==> src/design/sw_pkg.sv <==
// constants shared by both ends of the 16-bit switch command port
// assumes one system clock per end; serial link sampled, not clocked on
package sw_pkg;
   // word layout
   localparam int WORD_W    = 16;
   localparam int PAY_W     = 10;
   localparam int BIT_WDOG  = 15;
   localparam int BIT_PAR   = 14;
   localparam int BIT_BANK  = 13;
   localparam int ADDR_HI   = 12;
   localparam int ADDR_LO   = 10;
   // register addresses inside a bank
   localparam logic [2:0] ADDR_SEL  = 3'h0;   // output select register
   localparam logic [2:0] ADDR_HOLE = 3'h3;   // unused slot
   localparam logic [2:0] ADDR_GCR  = 3'h6;   // bank 0 only
   localparam logic [2:0] SOA_STAT  = 3'h0;
   localparam logic [2:0] SOA_FAULT = 3'h1;
   // payload field positions
   localparam int PAY_NM    = 9;
   localparam int PAY_OTW   = 8;
   // reset values
   localparam logic [9:0] CFG_RST = 10'h000;
   localparam logic [3:0] SEL_RST = 4'h0;
   // timing
   localparam int SYS_PERIOD_NS  = 10;
   localparam int SCLK_PERIOD_NS = 160;
   localparam int SCLK_HALF_CYC  = SCLK_PERIOD_NS / (2 * SYS_PERIOD_NS);
   // host command registers (word index)
   localparam logic [1:0] HREG_TX   = 2'h0;
   localparam logic [1:0] HREG_CTRL = 2'h1;
   localparam logic [1:0] HREG_STAT = 2'h2;
   localparam logic [1:0] HREG_RX   = 2'h3;
   localparam int CTRL_START = 0;
   localparam int CTRL_HOLD  = 1;
   localparam int STAT_BUSY  = 0;
   localparam int STAT_CSLOW = 1;

   // odd count of ones in a word
   function automatic logic odd_ones(input logic [WORD_W-1:0] w);
      return ^w;
   endfunction : odd_ones
endpackage : sw_pkg

==> src/design/sw_spi_if.sv <==
// four-wire serial link plus reset line between controller and switch
// assumes so carries meaning only while so_oe is high
`timescale 1ns/1ns
`default_nettype none
interface sw_spi_if;
   logic sclk;
   logic chip_select_n;
   logic si;
   logic so;
   logic so_oe;
   logic reset_input_n;

   modport dev (
      input  sclk,
      input  chip_select_n,
      input  si,
      input  reset_input_n,
      output so,
      output so_oe
   );
   modport host (
      output sclk,
      output chip_select_n,
      output si,
      output reset_input_n,
      input  so,
      input  so_oe
   );
endinterface : sw_spi_if
`default_nettype wire

==> src/design/sw_dev.sv <==
// device end of the switch command port: framing, parity, register file
// assumes the link pins are asynchronous to SYS_CLK_I and slow enough
// that each serial clock level lasts at least four system clocks
//
// Added by the designer: the register offsets and strobed register access.
`timescale 1ns/1ns
`default_nettype none
// Function
// RULE1 - full duplex over four serial lines
// RULE2 - words move most significant bit first
// RULE3 - reset pin high during every transfer
// RULE4 - each command is exactly sixteen bits
// RULE5 - master puts watchdog toggle in top bit
// RULE6 - master sets parity for even ones
// RULE7 - bit 13 bank, bits 12-10 address
// RULE8 - low ten bits are register payload
// RULE9 - many words per chip select low
// RULE10 - bad length or parity leaves registers
// RULE11 - thirteen input and thirteen output registers
// RULE12 - shift out from select fall, sample in
// RULE13 - first word comes from previous selection
// RULE14 - check length, parity at select rise
// RULE15 - after latch tristate output, refresh status
// RULE16 - prewarning flag set when too hot; the code sets it only while MODE_NORMAL_I is high
// RULE17 - prewarning cleared by fault read when cool
// RULE18 - status bits 0,1 show live channel state
// RULE19 - daisy chain delays input sixteen bits
// RULE20 - bank bit zero selects channel 0
// RULE21 - sample input rising, change output falling
module sw_dev
   import sw_pkg::*;
(
   input  wire logic             SYS_CLK_I,
   input  wire logic             RST_B_I,
   sw_spi_if.dev                 SPI_IF,
   input  wire logic [1:0]       CH_ON_I,
   input  wire logic             TEMP_HIGH_I,
   input  wire logic             MODE_NORMAL_I,
   output logic                  REG_WR_O,
   output logic                  REG_BANK_O,
   output logic [2:0]            REG_ADDR_O,
   output logic [PAY_W-1:0]      REG_DATA_O,
   output logic                  WDOG_O,
   output logic                  OTW_O
);
   // synchronised inputs: 0 sclk, 1 cs_n, 2 si, 3 reset pin, 4-5 ch, 6 temp, 7 mode
   logic [7:0]        raw;
   logic [7:0]        lvl;
   logic [7:0]        rise;
   logic [7:0]        fall;
   logic              link_on;
   logic              dev_rst;
   logic              cs_fall;
   logic              cs_rise;
   logic              bit_in;
   logic              bit_out;
   logic              len_ok;
   logic              par_bad;
   logic              valid;
   logic [2:0]        rx_addr;
   logic              rx_bank;
   logic [PAY_W-1:0]  pay;
   logic [3:0]        soa;
   logic [WORD_W-1:0] out_word;

   logic              active_ff;
   logic              oe_ff;
   logic [WORD_W-1:0] rx_ff;
   logic [WORD_W-1:0] tx_ff;
   logic [3:0]        cnt_ff;
   logic              any_ff;
   logic [PAY_W-1:0]  cfg_ff [2][8];
   logic [3:0]        sel_ff;
   logic              nm_ff;
   logic              wd_ff;
   logic              pf_ff;
   logic              otw_ff;
   logic              wr_ff;
   logic              wbank_ff;
   logic [2:0]        waddr_ff;
   logic [PAY_W-1:0]  wdata_ff;

   // legal configuration slot: gap at 3, general register only in bank 0
   function automatic logic slot_ok(input logic bank, input logic [2:0] addr);
      return (addr != ADDR_HOLE) && (addr != ADDR_SEL) && !(bank && addr == ADDR_GCR);
   endfunction : slot_ok

   assign raw = {MODE_NORMAL_I, TEMP_HIGH_I, CH_ON_I, SPI_IF.reset_input_n,
                 SPI_IF.si, SPI_IF.chip_select_n, SPI_IF.sclk};

   // cs_n and reset pin idle high out of reset
   sw_sync #(
      .W       (8),
      .RST_VAL (8'h0A)
   ) u_sync (
      .clk_i   (SYS_CLK_I),
      .rst_b_i (RST_B_I),
      .d_i     (raw),
      .lvl_o   (lvl),
      .rise_o  (rise),
      .fall_o  (fall)
   );

   // reset pin low means no communication and registers back to defaults
   assign link_on = lvl[3];                                 // RULE3
   assign dev_rst = !RST_B_I || !link_on;
   assign cs_fall = fall[1] && link_on;
   assign cs_rise = rise[1] && active_ff;
   assign bit_in  = rise[0] && active_ff;                   // RULE21
   assign bit_out = fall[0] && active_ff;                   // RULE21

   // frame check on the last sixteen bits held
   assign len_ok  = any_ff && (cnt_ff == 4'h0);             // RULE4 RULE10
   assign par_bad = odd_ones(rx_ff);                        // RULE6
   assign valid   = len_ok && !par_bad;                     // RULE14
   assign rx_addr = rx_ff[ADDR_HI:ADDR_LO];                 // RULE7
   assign rx_bank = rx_ff[BIT_BANK];                        // RULE20

   // output word picked by the previous selection
   always_comb begin
      unique case (sel_ff[2:0])
         SOA_STAT:  pay = {nm_ff, 7'h00, lvl[5:4]};         // RULE18
         SOA_FAULT: pay = {nm_ff, otw_ff, 8'h00};
         default:   pay = cfg_ff[sel_ff[3]][sel_ff[2:0]];   // RULE11
      endcase
      soa      = (sel_ff[2:0] == SOA_STAT) ? 4'h0 : sel_ff; // RULE13
      out_word = {wd_ff, pf_ff, soa, pay};
   end

   // transfer window, opened by a select fall, closed by its rise
   always_ff @(posedge SYS_CLK_I) begin
      if (dev_rst) begin
         active_ff <= 1'b0;
      end else if (cs_fall) begin
         active_ff <= 1'b1;                                 // RULE9
      end else if (cs_rise) begin
         active_ff <= 1'b0;
      end
   end

   // output driven only while selected; released at latch time
   always_ff @(posedge SYS_CLK_I) begin
      if (dev_rst) begin
         oe_ff <= 1'b0;
      end else if (cs_fall) begin
         oe_ff <= 1'b1;                                     // RULE12
      end else if (cs_rise) begin
         oe_ff <= 1'b0;                                     // RULE15
      end
   end

   // input shift and bit count; count wraps every sixteen bits
   always_ff @(posedge SYS_CLK_I) begin
      if (dev_rst || cs_fall) begin
         rx_ff  <= 16'h0000;
         cnt_ff <= 4'h0;
         any_ff <= 1'b0;
      end else if (bit_in) begin
         rx_ff  <= {rx_ff[WORD_W-2:0], lvl[2]};             // RULE2
         cnt_ff <= cnt_ff + 4'h1;
         any_ff <= 1'b1;
      end
   end

   // output shift: selected word first, then received bits, so a chain
   // sees its input again sixteen clocks later
   always_ff @(posedge SYS_CLK_I) begin
      if (dev_rst) begin
         tx_ff <= 16'h0000;
      end else if (cs_fall) begin
         tx_ff <= out_word;                                 // RULE12 RULE13
      end else if (bit_out) begin
         tx_ff <= {tx_ff[WORD_W-2:0], rx_ff[0]};            // RULE19 RULE2
      end
   end

   assign SPI_IF.so    = tx_ff[WORD_W-1];                   // RULE1
   assign SPI_IF.so_oe = oe_ff;

   // configuration registers, written only by a clean frame
   always_ff @(posedge SYS_CLK_I) begin
      if (dev_rst) begin
         for (int b = 0; b < 2; b++) begin
            for (int a = 0; a < 8; a++) begin
               cfg_ff[b][a] <= CFG_RST;
            end
         end
      end else if (cs_rise && valid && slot_ok(rx_bank, rx_addr)) begin
         cfg_ff[rx_bank][rx_addr] <= rx_ff[PAY_W-1:0];      // RULE8 RULE14
      end
   end

   // output selection for the next transfer
   always_ff @(posedge SYS_CLK_I) begin
      if (dev_rst) begin
         sel_ff <= SEL_RST;
      end else if (cs_rise && valid && rx_addr == ADDR_SEL) begin
         sel_ff <= {rx_bank, rx_ff[2:0]};                   // RULE13
      end
   end

   // echoed watchdog bit and parity fault of the last frame
   always_ff @(posedge SYS_CLK_I) begin
      if (dev_rst) begin
         wd_ff <= 1'b0;
         pf_ff <= 1'b0;
      end else if (cs_rise) begin
         if (valid) begin
            wd_ff <= rx_ff[BIT_WDOG];                       // RULE5
         end
         pf_ff <= len_ok && par_bad;                        // RULE10
      end
   end

   // status refresh only after a good latch, so a read sees settled data
   always_ff @(posedge SYS_CLK_I) begin
      if (dev_rst) begin
         nm_ff <= 1'b0;
      end else if (cs_rise && valid) begin
         nm_ff <= lvl[7];                                   // RULE15
      end
   end

   // prewarning: sticky, set beats clear, no channel action
   always_ff @(posedge SYS_CLK_I) begin
      if (dev_rst) begin
         otw_ff <= 1'b0;
      end else if (lvl[7] && lvl[6]) begin
         otw_ff <= 1'b1;                                    // RULE16
      end else if (cs_fall && sel_ff[2:0] == SOA_FAULT && !lvl[6]) begin
         otw_ff <= 1'b0;                                    // RULE17
      end
   end

   // write notification toward the power stage
   always_ff @(posedge SYS_CLK_I) begin
      if (dev_rst) begin
         wr_ff    <= 1'b0;
         wbank_ff <= 1'b0;
         waddr_ff <= 3'h0;
         wdata_ff <= CFG_RST;
      end else begin
         wr_ff <= cs_rise && valid;
         if (cs_rise && valid) begin
            wbank_ff <= rx_bank;
            waddr_ff <= rx_addr;
            wdata_ff <= rx_ff[PAY_W-1:0];
         end
      end
   end

   assign REG_WR_O   = wr_ff;
   assign REG_BANK_O = wbank_ff;
   assign REG_ADDR_O = waddr_ff;
   assign REG_DATA_O = wdata_ff;
   assign WDOG_O     = wd_ff;
   assign OTW_O      = otw_ff;
endmodule : sw_dev
`default_nettype wire

==> src/design/sw_sync.sv <==
// two-flop synchroniser with edge detection behind the second flop
// assumes inputs are asynchronous levels; edges lag the pin by 2 clocks
`timescale 1ns/1ns
`default_nettype none
module sw_sync #(
   parameter int         W       = 1,
   parameter logic [W-1:0] RST_VAL = '0
) (
   input  wire logic         clk_i,
   input  wire logic         rst_b_i,
   input  wire logic [W-1:0] d_i,
   output logic      [W-1:0] lvl_o,
   output logic      [W-1:0] rise_o,
   output logic      [W-1:0] fall_o
);
   // a zero-width synchroniser has nothing to carry
   if (W < 1) begin : g_chk
      $error("W must be at least 1");
   end

   logic [W-1:0] meta_ff;
   logic [W-1:0] sync_ff;
   logic [W-1:0] last_ff;

   // meta_ff feeds sync_ff only
   always_ff @(posedge clk_i) begin
      if (!rst_b_i) begin
         meta_ff <= RST_VAL;
         sync_ff <= RST_VAL;
         last_ff <= RST_VAL;
      end else begin
         meta_ff <= d_i;
         sync_ff <= meta_ff;
         last_ff <= sync_ff;
      end
   end

   assign lvl_o  = sync_ff;
   assign rise_o = sync_ff & ~last_ff;
   assign fall_o = ~sync_ff & last_ff;
endmodule : sw_sync
`default_nettype wire

==> src/flat_wrapper.sv <==
// flat-port wrapper written by rule: the top's interface ports become plain ports
module sw_dev_flat import sw_pkg::*;
  (SYS_CLK_I, RST_B_I, CH_ON_I, TEMP_HIGH_I, MODE_NORMAL_I, REG_WR_O, REG_BANK_O, REG_ADDR_O, REG_DATA_O, WDOG_O, OTW_O, SPI_IF_sclk, SPI_IF_chip_select_n, SPI_IF_si, SPI_IF_reset_input_n, SPI_IF_so, SPI_IF_so_oe);
  sw_spi_if SPI_IF_i ();
  input  wire logic SYS_CLK_I;
  input  wire logic RST_B_I;
  input  wire logic [1:0] CH_ON_I;
  input  wire logic TEMP_HIGH_I;
  input  wire logic MODE_NORMAL_I;
  output logic REG_WR_O;
  output logic REG_BANK_O;
  output logic [2:0] REG_ADDR_O;
  output logic [PAY_W-1:0] REG_DATA_O;
  output logic WDOG_O;
  output logic OTW_O;
  input wire logic [$bits(SPI_IF_i.sclk)-1:0] SPI_IF_sclk;
  input wire logic [$bits(SPI_IF_i.chip_select_n)-1:0] SPI_IF_chip_select_n;
  input wire logic [$bits(SPI_IF_i.si)-1:0] SPI_IF_si;
  input wire logic [$bits(SPI_IF_i.reset_input_n)-1:0] SPI_IF_reset_input_n;
  output wire logic [$bits(SPI_IF_i.so)-1:0] SPI_IF_so;
  output wire logic [$bits(SPI_IF_i.so_oe)-1:0] SPI_IF_so_oe;
  assign SPI_IF_i.sclk = SPI_IF_sclk;
  assign SPI_IF_i.chip_select_n = SPI_IF_chip_select_n;
  assign SPI_IF_i.si = SPI_IF_si;
  assign SPI_IF_i.reset_input_n = SPI_IF_reset_input_n;
  assign SPI_IF_so = SPI_IF_i.so;
  assign SPI_IF_so_oe = SPI_IF_i.so_oe;
  sw_dev u_core (.SYS_CLK_I(SYS_CLK_I), .RST_B_I(RST_B_I), .SPI_IF(SPI_IF_i), .CH_ON_I(CH_ON_I), .TEMP_HIGH_I(TEMP_HIGH_I), .MODE_NORMAL_I(MODE_NORMAL_I), .REG_WR_O(REG_WR_O), .REG_BANK_O(REG_BANK_O), .REG_ADDR_O(REG_ADDR_O), .REG_DATA_O(REG_DATA_O), .WDOG_O(WDOG_O), .OTW_O(OTW_O));
endmodule
==> config.mk <==
export PLATFORM = sky130hd
export DESIGN_NAME = sw_dev_flat
export DESIGN_NICKNAME = d
export VERILOG_FILES = /design/src/design/sw_pkg.sv /design/src/design/sw_spi_if.sv /design/src/design/sw_dev.sv /design/src/design/sw_sync.sv /design/src/flat_wrapper.sv
export SDC_FILE = /design/constraint.sdc
export NUM_CORES = 1
export LEC_CHECK = 0
export ABC_AREA = 0
export BUFFER_PORTS_ARGS = -buffer_cell sky130_fd_sc_hd__buf_2
export CORE_ASPECT_RATIO = 0.6
export CORE_MARGIN = 5
export CORE_UTILIZATION = 25
export DETAILED_ROUTE_END_ITERATION = 7
export GPL_TIMING_DRIVEN = 1
export PLACE_DENSITY = 0.5
export SLEW_MARGIN = 20
export SYNTH_ARGS = -nofsm -noshare
export SYNTH_HDL_FRONTEND = slang
export SYNTH_SLANG_ARGS = --single-unit
export TNS_END_PERCENT = 50
==> constraint.sdc <==
create_clock -name SYS_CLK_I -period 3.7 [get_ports SYS_CLK_I]
set_input_delay 0.37 -clock SYS_CLK_I [delete_from_list [all_inputs] [get_ports SYS_CLK_I]]
set_output_delay 0.37 -clock SYS_CLK_I [all_outputs]
set_load 0.005 [all_outputs]
==> flow_summary.ini, run 1 <==
[outcome]
status = complete, no violations

[global_routing]
track_usage_pct = 12.2
grt_pass1_wl_mm = 33.8
overflow = 0
antenna_found_initial = 0
grt_max_degree = 27
grt_pass1_vias = 5159

[drt]
drc_errors = 0
post_drt_wl_per_cell_um = 19.4
viasPerCell = 4.79
totalWireLength_mm = 22.3
drt_iter0_drc = 564
drt.antenna.violating_nets = 0
first_pass_iters = 5
vias = 5505

[sta]
setup_tns_ns = 0
finalCritPeriodShare_pct = 85.9
drv_slew = 0
skew_ns = 0.0102
slew_headroom_pct = 25.1
rsz0062_at_grt = false
worstMarginPinSlew_ns = 1.12
finalSetupViolations = 0
final_period_minus_worst_setup_slack_ns = 3.18
finalHoldViolCount = 0
fmax_mhz = 314

[placement]
gp_congestion = 0.830
place_hpwl_mm = 15.9
post_dp_cell_area_mm2 = 0.00903
port_buffers = 28

[clock_network]
postCtsSetupBuffers = 0
cts_max_level = 4
path_clk_slew_ns = 0.07
cts_root_buf = clkbuf_16
clock-sinks = 200
cts_buffer_depth = 2
cts_made_buffers = 17
clk_latency_ns = 0.43
cts_resized = 0
cts_tree = built
cts_hold_buf = 0

[layout]
drive_gt1_share_pct = 18.2
multi_input_area_mm2 = 0.00286
antenna_cells = 0
mostFrequentLayoutCell = edfxtp_1
area_growth_pct = 16.0
layout_common_cells = edfxtp_1 (120), nand2_1 (100), nor2_1 (83)
layout.nets = 728
seqCellArea_mm2 = 0.00521
final_area_mm2 = 0.00961
fillerInstances = 3330

[floorplanning]
rows = 51
core_area_mm2 = 0.0325
start_util_pct = 25.5
dieHeight_um = 151
die_x_um = 245
pin_count = 29
dieArea_mm2 = 0.0370

[synth]
yosys_warnings = 0
postSynthAreaPerCell_um2 = 12.2
synthesis.instances = 680
synth_area_mm2 = 0.00828
synth_fp_nets = 695
async_reset_ff_share_pct = 0
synth-seq-cells = 200
synth_edf_count = 120
synth_flop_cell = edfxtp_1
ys_types = 48
synth-seq-area-share_pct = 62.8

[worst_setup_path]
reg2reg_depth = 8
cp-start-kind = flip-flop
reg2reg_from = u_core.rx_ff[11]
cp_cell_sequence = inv_1 > ha_1 > xnor2_1 > xnor2_2 > xnor3_1 > or4_4 > o21ai_1 > buf_4
ff2ff_setup_slack_ns = 0.52
r2r-end = u_core.cfg_ff[1][27]
worst-path-stages = 8
critical_path_arrival_ns = 3.30
criticalPathCategory = reg -> reg
cp-endpoint = u_core.cfg_ff[1][27]
crit_family = XOR/XNOR gates
slowest_stage = or4_4
crit_buf_inv = 2
cp-startpoint = u_core.rx_ff[11]
setup.worst_path.end_class = flip-flop
max_stage_delay_ns = 0.64
cp.required_ns = 3.82
crit_fanout = 11

[power]
p_per_area_mw_per_mm2 = 471
power_leakage_nw = 3.28
vdd_ir_drop_max_mv = 0.297
power_w = 0.00453

[run]
cap_violations = 0

[worst_hold_path]
hold_class = in -> reg
[synthesized netlist by cell type, drive strengths merged, types with 2 or more instances]
cell type / count / area [µm²]
a211oi: 2 / 15.0
a21oi: 44 / 220
a221oi: 3 / 26.3
a22oi: 6 / 45.0
a311oi: 8 / 70.1
and2: 25 / 156
and3: 2 / 12.5
buf: 10 / 66.3
clkbuf: 39 / 146
dfxtp: 80 / 1600
edfxtp: 120 / 3600
ha: 5 / 62.6
inv: 5 / 18.8
mux2: 6 / 67.6
mux2i: 18 / 180
mux4: 27 / 608
nand2: 100 / 375
nand2b: 9 / 56.3
nand3: 19 / 95.1
nand3b: 4 / 30.0
nand4: 6 / 37.5
nor2: 83 / 312
nor2b: 3 / 18.8
o21ai: 24 / 120
o31ai: 2 / 15.0
or4: 3 / 30.0
xnor2: 8 / 77.6
xnor3: 3 / 68.8
xor2: 3 / 26.3
[power breakdown]
group	total, W	internal (W)	leakage, nW	switching (W)
registers	0.00246	0.00243	1.90	0.0000295
clock network	0.00191	0.00106	0.279	0.000849
logic	0.000158	0.0000586	1.10	0.0000992
[per-stage QoR]
step	cells	worst slack, ns	util, %	hold WS [ns]
floorplan	680	0.145	-	0.386
global placement	1118	0.677	27.7	0.390
detailed placement	1118	0.613	27.7	0.396
CTS	1149	0.577	29.5	0.103
global route	1149	0.378	29.5	0.107
finish	1149	0.520	29.5	0.119
[flip-flops by register name, summed over array words and instances, names as in the netlist, 2 cells and up, named ones only]
register	flops
u_core.REG_ADDR_O	3
u_core.u_sync.lvl_o	8
u_core.sel_ff	4
u_core.cnt_ff	4
u_core.u_sync.last_ff	2
u_core.REG_DATA_O	10
u_core.tx_ff	16
u_core.rx_ff	16
u_core.cfg_ff	120
u_core.u_sync.meta_ff	8
[worst register-to-register path, cell delays in order (launching register included)]
cell,delay [ns]
dfxtp_1,0.54
inv_1,0.15
ha_1,0.31
xnor2_1,0.23
xnor2_2,0.18
xnor3_1,0.42
or4_4,0.64
o21ai_1,0.15
buf_4,0.25
[logic make-up after synthesis]
group | after synthesis | share of synthesized area, %
xor+xnor | 15 | 2.37
mux | 51 | 10.3
simple gates | 262 | 14.4
compound gates | 93 | 6.56
fa+ha+maj | 5 | 0.755
buf+inv | 54 | 2.79
flops | 200 | 62.8
[worst min-delay path by stage]
stage | slack (ns) | from | to | cells past startpoint
2_1_floorplan | 0.39 | u_core.u_sync.meta_ff[1] | u_core.u_sync.lvl_o[1] | 1
3_3_place_gp | 0.39 | u_core.u_sync.meta_ff[1] | u_core.u_sync.lvl_o[1] | 1
3_5_place_dp | 0.40 | u_core.u_sync.meta_ff[1] | u_core.u_sync.lvl_o[1] | 1
4_1_cts | 0.10 | SPI_IF_chip_select_n | u_core.u_sync.meta_ff[1] | 2
5_1_grt | 0.11 | SPI_IF_chip_select_n | u_core.u_sync.meta_ff[1] | 2
6_report | 0.12 | SPI_IF_reset_input_n | u_core.u_sync.meta_ff[3] | 2
[routing by layer]
metal	GRT usage [%]	part of all wire, %
met4	2.02	0.49
met2	15.4	39
met5	0	0
met1	20.2	53
met3	3.49	7.6
[layout make-up]
class                           instances  area share [%]
Clock buffer                           19            4.50
Clock inverter                         12            1.55
Sequential cell                       200            54.2
Inverter                                5           0.195
Multi-Input combinational cell        426            29.7
Tap cell                              424            5.52
Timing Repair Buffer                   63            4.32
(Power assumes the default switching activity.)
==> run 2, diff against run 1 <==
CORE_MARGIN = 2   (was 5)
==> flow_summary.ini, run 2 (synthesis gave the netlist of run 1 again) <==
[floorplanning]
start_util_pct = 25.5
die_x_um = 239
dieArea_mm2 = 0.0347
rows = 51
dieHeight_um = 145
core_area_mm2 = 0.0325
pin_count = 29

[worst_setup_path]
crit_fanout = 12
cp-startpoint = u_core.rx_ff[10]
reg2reg_from = u_core.rx_ff[10]
cp_cell_sequence = inv_1 > ha_1 > xnor2_1 > xnor2_2 > xnor3_1 > or4_1 > o21ai_1 > buf_4
cp.required_ns = 3.84
crit_family = XOR/XNOR gates
critical_path_arrival_ns = 3.52
max_stage_delay_ns = 0.75
criticalPathCategory = reg -> reg
cp-start-kind = flip-flop
crit_buf_inv = 2
setup.worst_path.end_class = flip-flop
slowest_stage = or4_1

[sta]
finalCritPeriodShare_pct = 91.3
drv_slew = 0
skew_ns = 0.0113
rsz0062_at_grt = false
final_period_minus_worst_setup_slack_ns = 3.38
slew_headroom_pct = 35.5
finalHoldViolCount = 0
finalSetupViolations = 0
worstMarginPinSlew_ns = 0.967
timing.final.ws_setup_ns = 0.322
setup_tns_ns = 0
fmax_mhz = 296

[run]
cap_violations = 0

[clock_network]
cts_root_buf = clkbuf_16
cts_buffer_depth = 2
cts_hold_buf = 0
cts_made_buffers = 17
postCtsSetupBuffers = 0
path_clk_slew_ns = 0.07
cts_max_level = 4
clock-sinks = 200
cts_resized = 0
cts_tree = built
clk_latency_ns = 0.44

[drt]
drc_errors = 0
post_drt_wl_per_cell_um = 18.9
totalWireLength_mm = 21.9
vias = 5379
first_pass_iters = 6
drt.antenna.violating_nets = 0
drt_iter0_drc = 676
viasPerCell = 4.66

[power]
power.share.clock_pct = 41.2
p_seq_share_pct = 55.1
power_w = 0.00446
p_sw_w = 0.00102
vdd_ir_drop_max_mv = 0.268
comb_power_share_pct = 3.6
p_int_w = 0.00344
power_leakage_nw = 3.30
p_per_area_mw_per_mm2 = 463
swShare_pct = 22.9

[placement]
gp_congestion = 0.827
place_hpwl_mm = 15.6
placedCellCount = 1123
pre_cts_ws_ns = 0.384
port_buffers = 28

[global_routing]
antenna_found_initial = 0
grt_max_degree = 33
grt_pass1_wl_mm = 33.0
grt_pass1_vias = 4975
track_usage_pct = 12.9
overflow = 0

[layout]
top_regs = u_core.cfg_ff (120), u_core.rx_ff (16), u_core.tx_ff (16)
layout_common_cells = edfxtp_1 (120), nand2_1 (100), nor2_1 (83)
drive_gt1_share_pct = 19.3
top_register = u_core.cfg_ff
antenna_cells = 0
largest_register_ff_count = 120
fillerInstances = 3319
area_growth_pct = 16.3
mostFrequentLayoutCell = edfxtp_1
instances_no_fill = 1155
layout.nets = 733
final_core_util_pct = 29.6

[worst_hold_path]
worstHoldStart = SPI_IF_reset_input_n
hold_class = in -> reg

[outcome]
status = complete, no violations
==> run 2: final timing paths <==
check | to | slack, ns | cells after the start
setup / recovery | u_core.cfg_ff[1][18] | 0.32 | 8
hold / removal | u_core.u_sync.meta_ff[3] | 0.11 | 2
setup reg to reg | u_core.cfg_ff[1][18] | 0.32 | 8
hold reg to reg | u_core.u_sync.lvl_o[3] | 0.41 | 1
==> run 2: area by class of cell <==
cell class / count / area [µm²] / share of cell area [%]
sequential: 200 / 5210 / 54.0
multi-input combinational: 426 / 2860 / 29.7
tap: 424 / 531 / 5.51
timing repair buffer: 68 / 453 / 4.70
clock buffer: 17 / 425 / 4.42
clock inverter: 15 / 143 / 1.48
inverter: 5 / 18.8 / 0.195
==> run 2: power by group through the flow <==
stage / Clock, W / Combinational [W] / Sequential [W]
after floorplan: 0 / 0.0000923 / 0.00250
after global placement: 0 / 0.000159 / 0.00251
after detailed placement: 0 / 0.000160 / 0.00251
after CTS: 0.00188 / 0.000161 / 0.00246
after global routing: 0.00197 / 0.000176 / 0.00247
final: 0.00184 / 0.000162 / 0.00246
==> run 2: per-layer routing <==
metal  track usage [%]  wire, µm
met2              15.1      8260
met5                 0         0
met3              3.33      1640
met1              22.6     11900
met4              2.25        91
==> run 2: worst register-to-register path, cell delays in order, from the launching register on <==
cell and delay (ns):
dfxtp_1 0.54, inv_1 0.17, ha_1 0.35, xnor2_1 0.24, xnor2_2 0.18, xnor3_1 0.39
or4_1 0.75, o21ai_1 0.26, buf_4 0.20
==> run 2: through the flow <==
| stage | instance area [µm²] | hold slack (ns) |
|---|---|---|
| finish | 9640 | 0.113 |
| global route | 9640 | 0.110 |
| CTS | 9640 | 0.0971 |
| detailed placement | 9070 | 0.394 |
| global placement | 9070 | 0.394 |
| floorplan | 8280 | 0.386 |
==> run 3, diff against run 2 <==
CTS_CLUSTER_DIAMETER = 40   (was default)
SYNTH_HIERARCHICAL = 1   (was default)
==> flow_summary.ini, run 3 <==
[sta]
finalSetupViolations = 0
slew_headroom_pct = 41.7
fmax_mhz = 319
final_period_minus_worst_setup_slack_ns = 3.13
skew_ns = 0.0124
drv_slew = 0
finalHoldViolCount = 0
finalCritPeriodShare_pct = 84.7
rsz0062_at_grt = false
setup_tns_ns = 0
worstMarginPinSlew_ns = 0.852

[floorplanning]
die_x_um = 238
core_area_mm2 = 0.0324
rows = 51
start_util_pct = 25.4
dieArea_mm2 = 0.0343
pin_count = 29
dieHeight_um = 144

[global_routing]
grt_pass1_wl_mm = 32.5
overflow = 0
grt_pass1_vias = 4972
grt.met2_usage_pct = 16.5
grt_busiest_layer = met1
grt_max_degree = 34
grt_util_met1_pct = 21.3
grt_use_met3_pct = 3.09
track_usage_pct = 13.1
antenna_found_initial = 1

[power]
vdd_ir_drop_max_mv = 0.279
power_leakage_nw = 3.34
p_per_area_mw_per_mm2 = 469

[worst_setup_path]
crit_buf_inv = 2
max_stage_delay_ns = 0.52
ff2ff_setup_slack_ns = 0.57
critical_path_arrival_ns = 3.27
crit_top_cell = xnor2_1
slowest_stage = dfxtp_1
cp.required_ns = 3.83
cp_cell_sequence = inv_1 > ha_1 > xnor2_1 > xnor2_1 > xnor3_1 > nand2_2 > o41ai_2 > buf_4
cp-start-kind = flip-flop
criticalPathCategory = reg -> reg
crit_fanout = 16
crit_family = XOR/XNOR gates
setup.worst_path.end_class = flip-flop

[clock_network]
path_clk_slew_ns = 0.08
cts_resized = 0
cts_tree = built
cts_buffer_depth = 2
cts_hold_buf = 0
clk_latency_ns = 0.44
cts_max_level = 4
cts_made_buffers = 17
postCtsSetupBuffers = 0
clock-sinks = 200
cts_root_buf = clkbuf_16

[layout]
area_growth_pct = 15.9
layout_common_cells = edfxtp_1 (120), nand2_1 (99), nor2_1 (93)
largest_register_ff_count = 120
mostFrequentLayoutCell = edfxtp_1
final_area_mm2 = 0.00951
drive_gt1_share_pct = 20.7
layout.nets = 692
top_register = u_core/cfg_ff
antenna_cells = 0
instances_no_fill = 1114
top_regs = u_core/cfg_ff (120), u_core/rx_ff (16), u_core/tx_ff (16)

[worst_hold_path]
hold_class = in -> reg

[drt]
drt.antenna.violating_nets = 0
first_pass_iters = 5
totalWireLength_mm = 21.6
drc_errors = 0
post_drt_wl_per_cell_um = 19.3
viasPerCell = 4.62
drt_iter0_drc = 604
vias = 5150

[placement]
gp_congestion = 0.783
port_buffers = 28
place_hpwl_mm = 15.5
post_dp_cell_area_mm2 = 0.00893
placedCellCount = 1082

[synth]
synth_fp_nets = 669
synth_area_mm2 = 0.00821
postSynthAreaPerCell_um2 = 12.5
synthesis.instances = 654
yosys_warnings = 6

[outcome]
status = complete, no violations

[run]
cap_violations = 0
[run 3: area by class of cell]
class,instances,area (µm²)
flip-flops and latches,200,5210
inverters,5,18.8
clock buffers,17,425
multi-input cells,391,2780
fillers,3267,22800
clock inverters,15,154
repair buffers,62,395
well taps,424,531
[run 3: worst paths after layout]
path / end / start / cells past startpoint
worst max-delay path: u_core/cfg_ff[1][56] / u_core/rx_ff[10] / 8
worst min-delay path: u_core/u_sync/meta_ff[3] / SPI_IF_reset_input_n / 2
worst max register to register: u_core/cfg_ff[1][56] / u_core/rx_ff[10] / 8
worst min register to register: u_core/u_sync/lvl_o[1] / u_core/u_sync/meta_ff[1] / 1
[run 3: power breakdown]
| part | total, W | internal [W] | switching (W) |
|---|---|---|---|
| combinational | 0.000146 | 0.0000544 | 0.0000919 |
| sequential | 0.00247 | 0.00244 | 0.0000380 |
| clock | 0.00184 | 0.000957 | 0.000886 |
| total | 0.00446 | 0.00345 | 0.00102 |
[run 3: through the flow]
| stage | utilization (%) | power, W | setup WS, ns | hold slack [ns] |
|---|---|---|---|---|
| floorplan | - | 0.00260 | 0.370 | 0.385 |
| global placement | 27.6 | 0.00267 | 0.615 | 0.394 |
| detailed placement | 27.6 | 0.00267 | 0.557 | 0.398 |
| CTS | 29.4 | 0.00451 | 0.571 | 0.0943 |
| global route | 29.4 | 0.00461 | 0.376 | 0.0976 |
| finish | 29.4 | 0.00446 | 0.566 | 0.109 |
[run 3: per-layer routing]
layer,vias up,wire [µm]
met2,121,8110
met1,2627,11900
met3,19,1320
met4,0,255
li1,2383,-
met5,-,0
[run 3: worst reg2reg max path: stages, from the launching register on]
cell     delay (ns)
dfxtp_1        0.52
inv_1          0.14
ha_1           0.33
xnor2_1        0.14
xnor2_1        0.20
xnor3_1        0.52
nand2_2        0.35
o41ai_2        0.37
buf_4          0.26
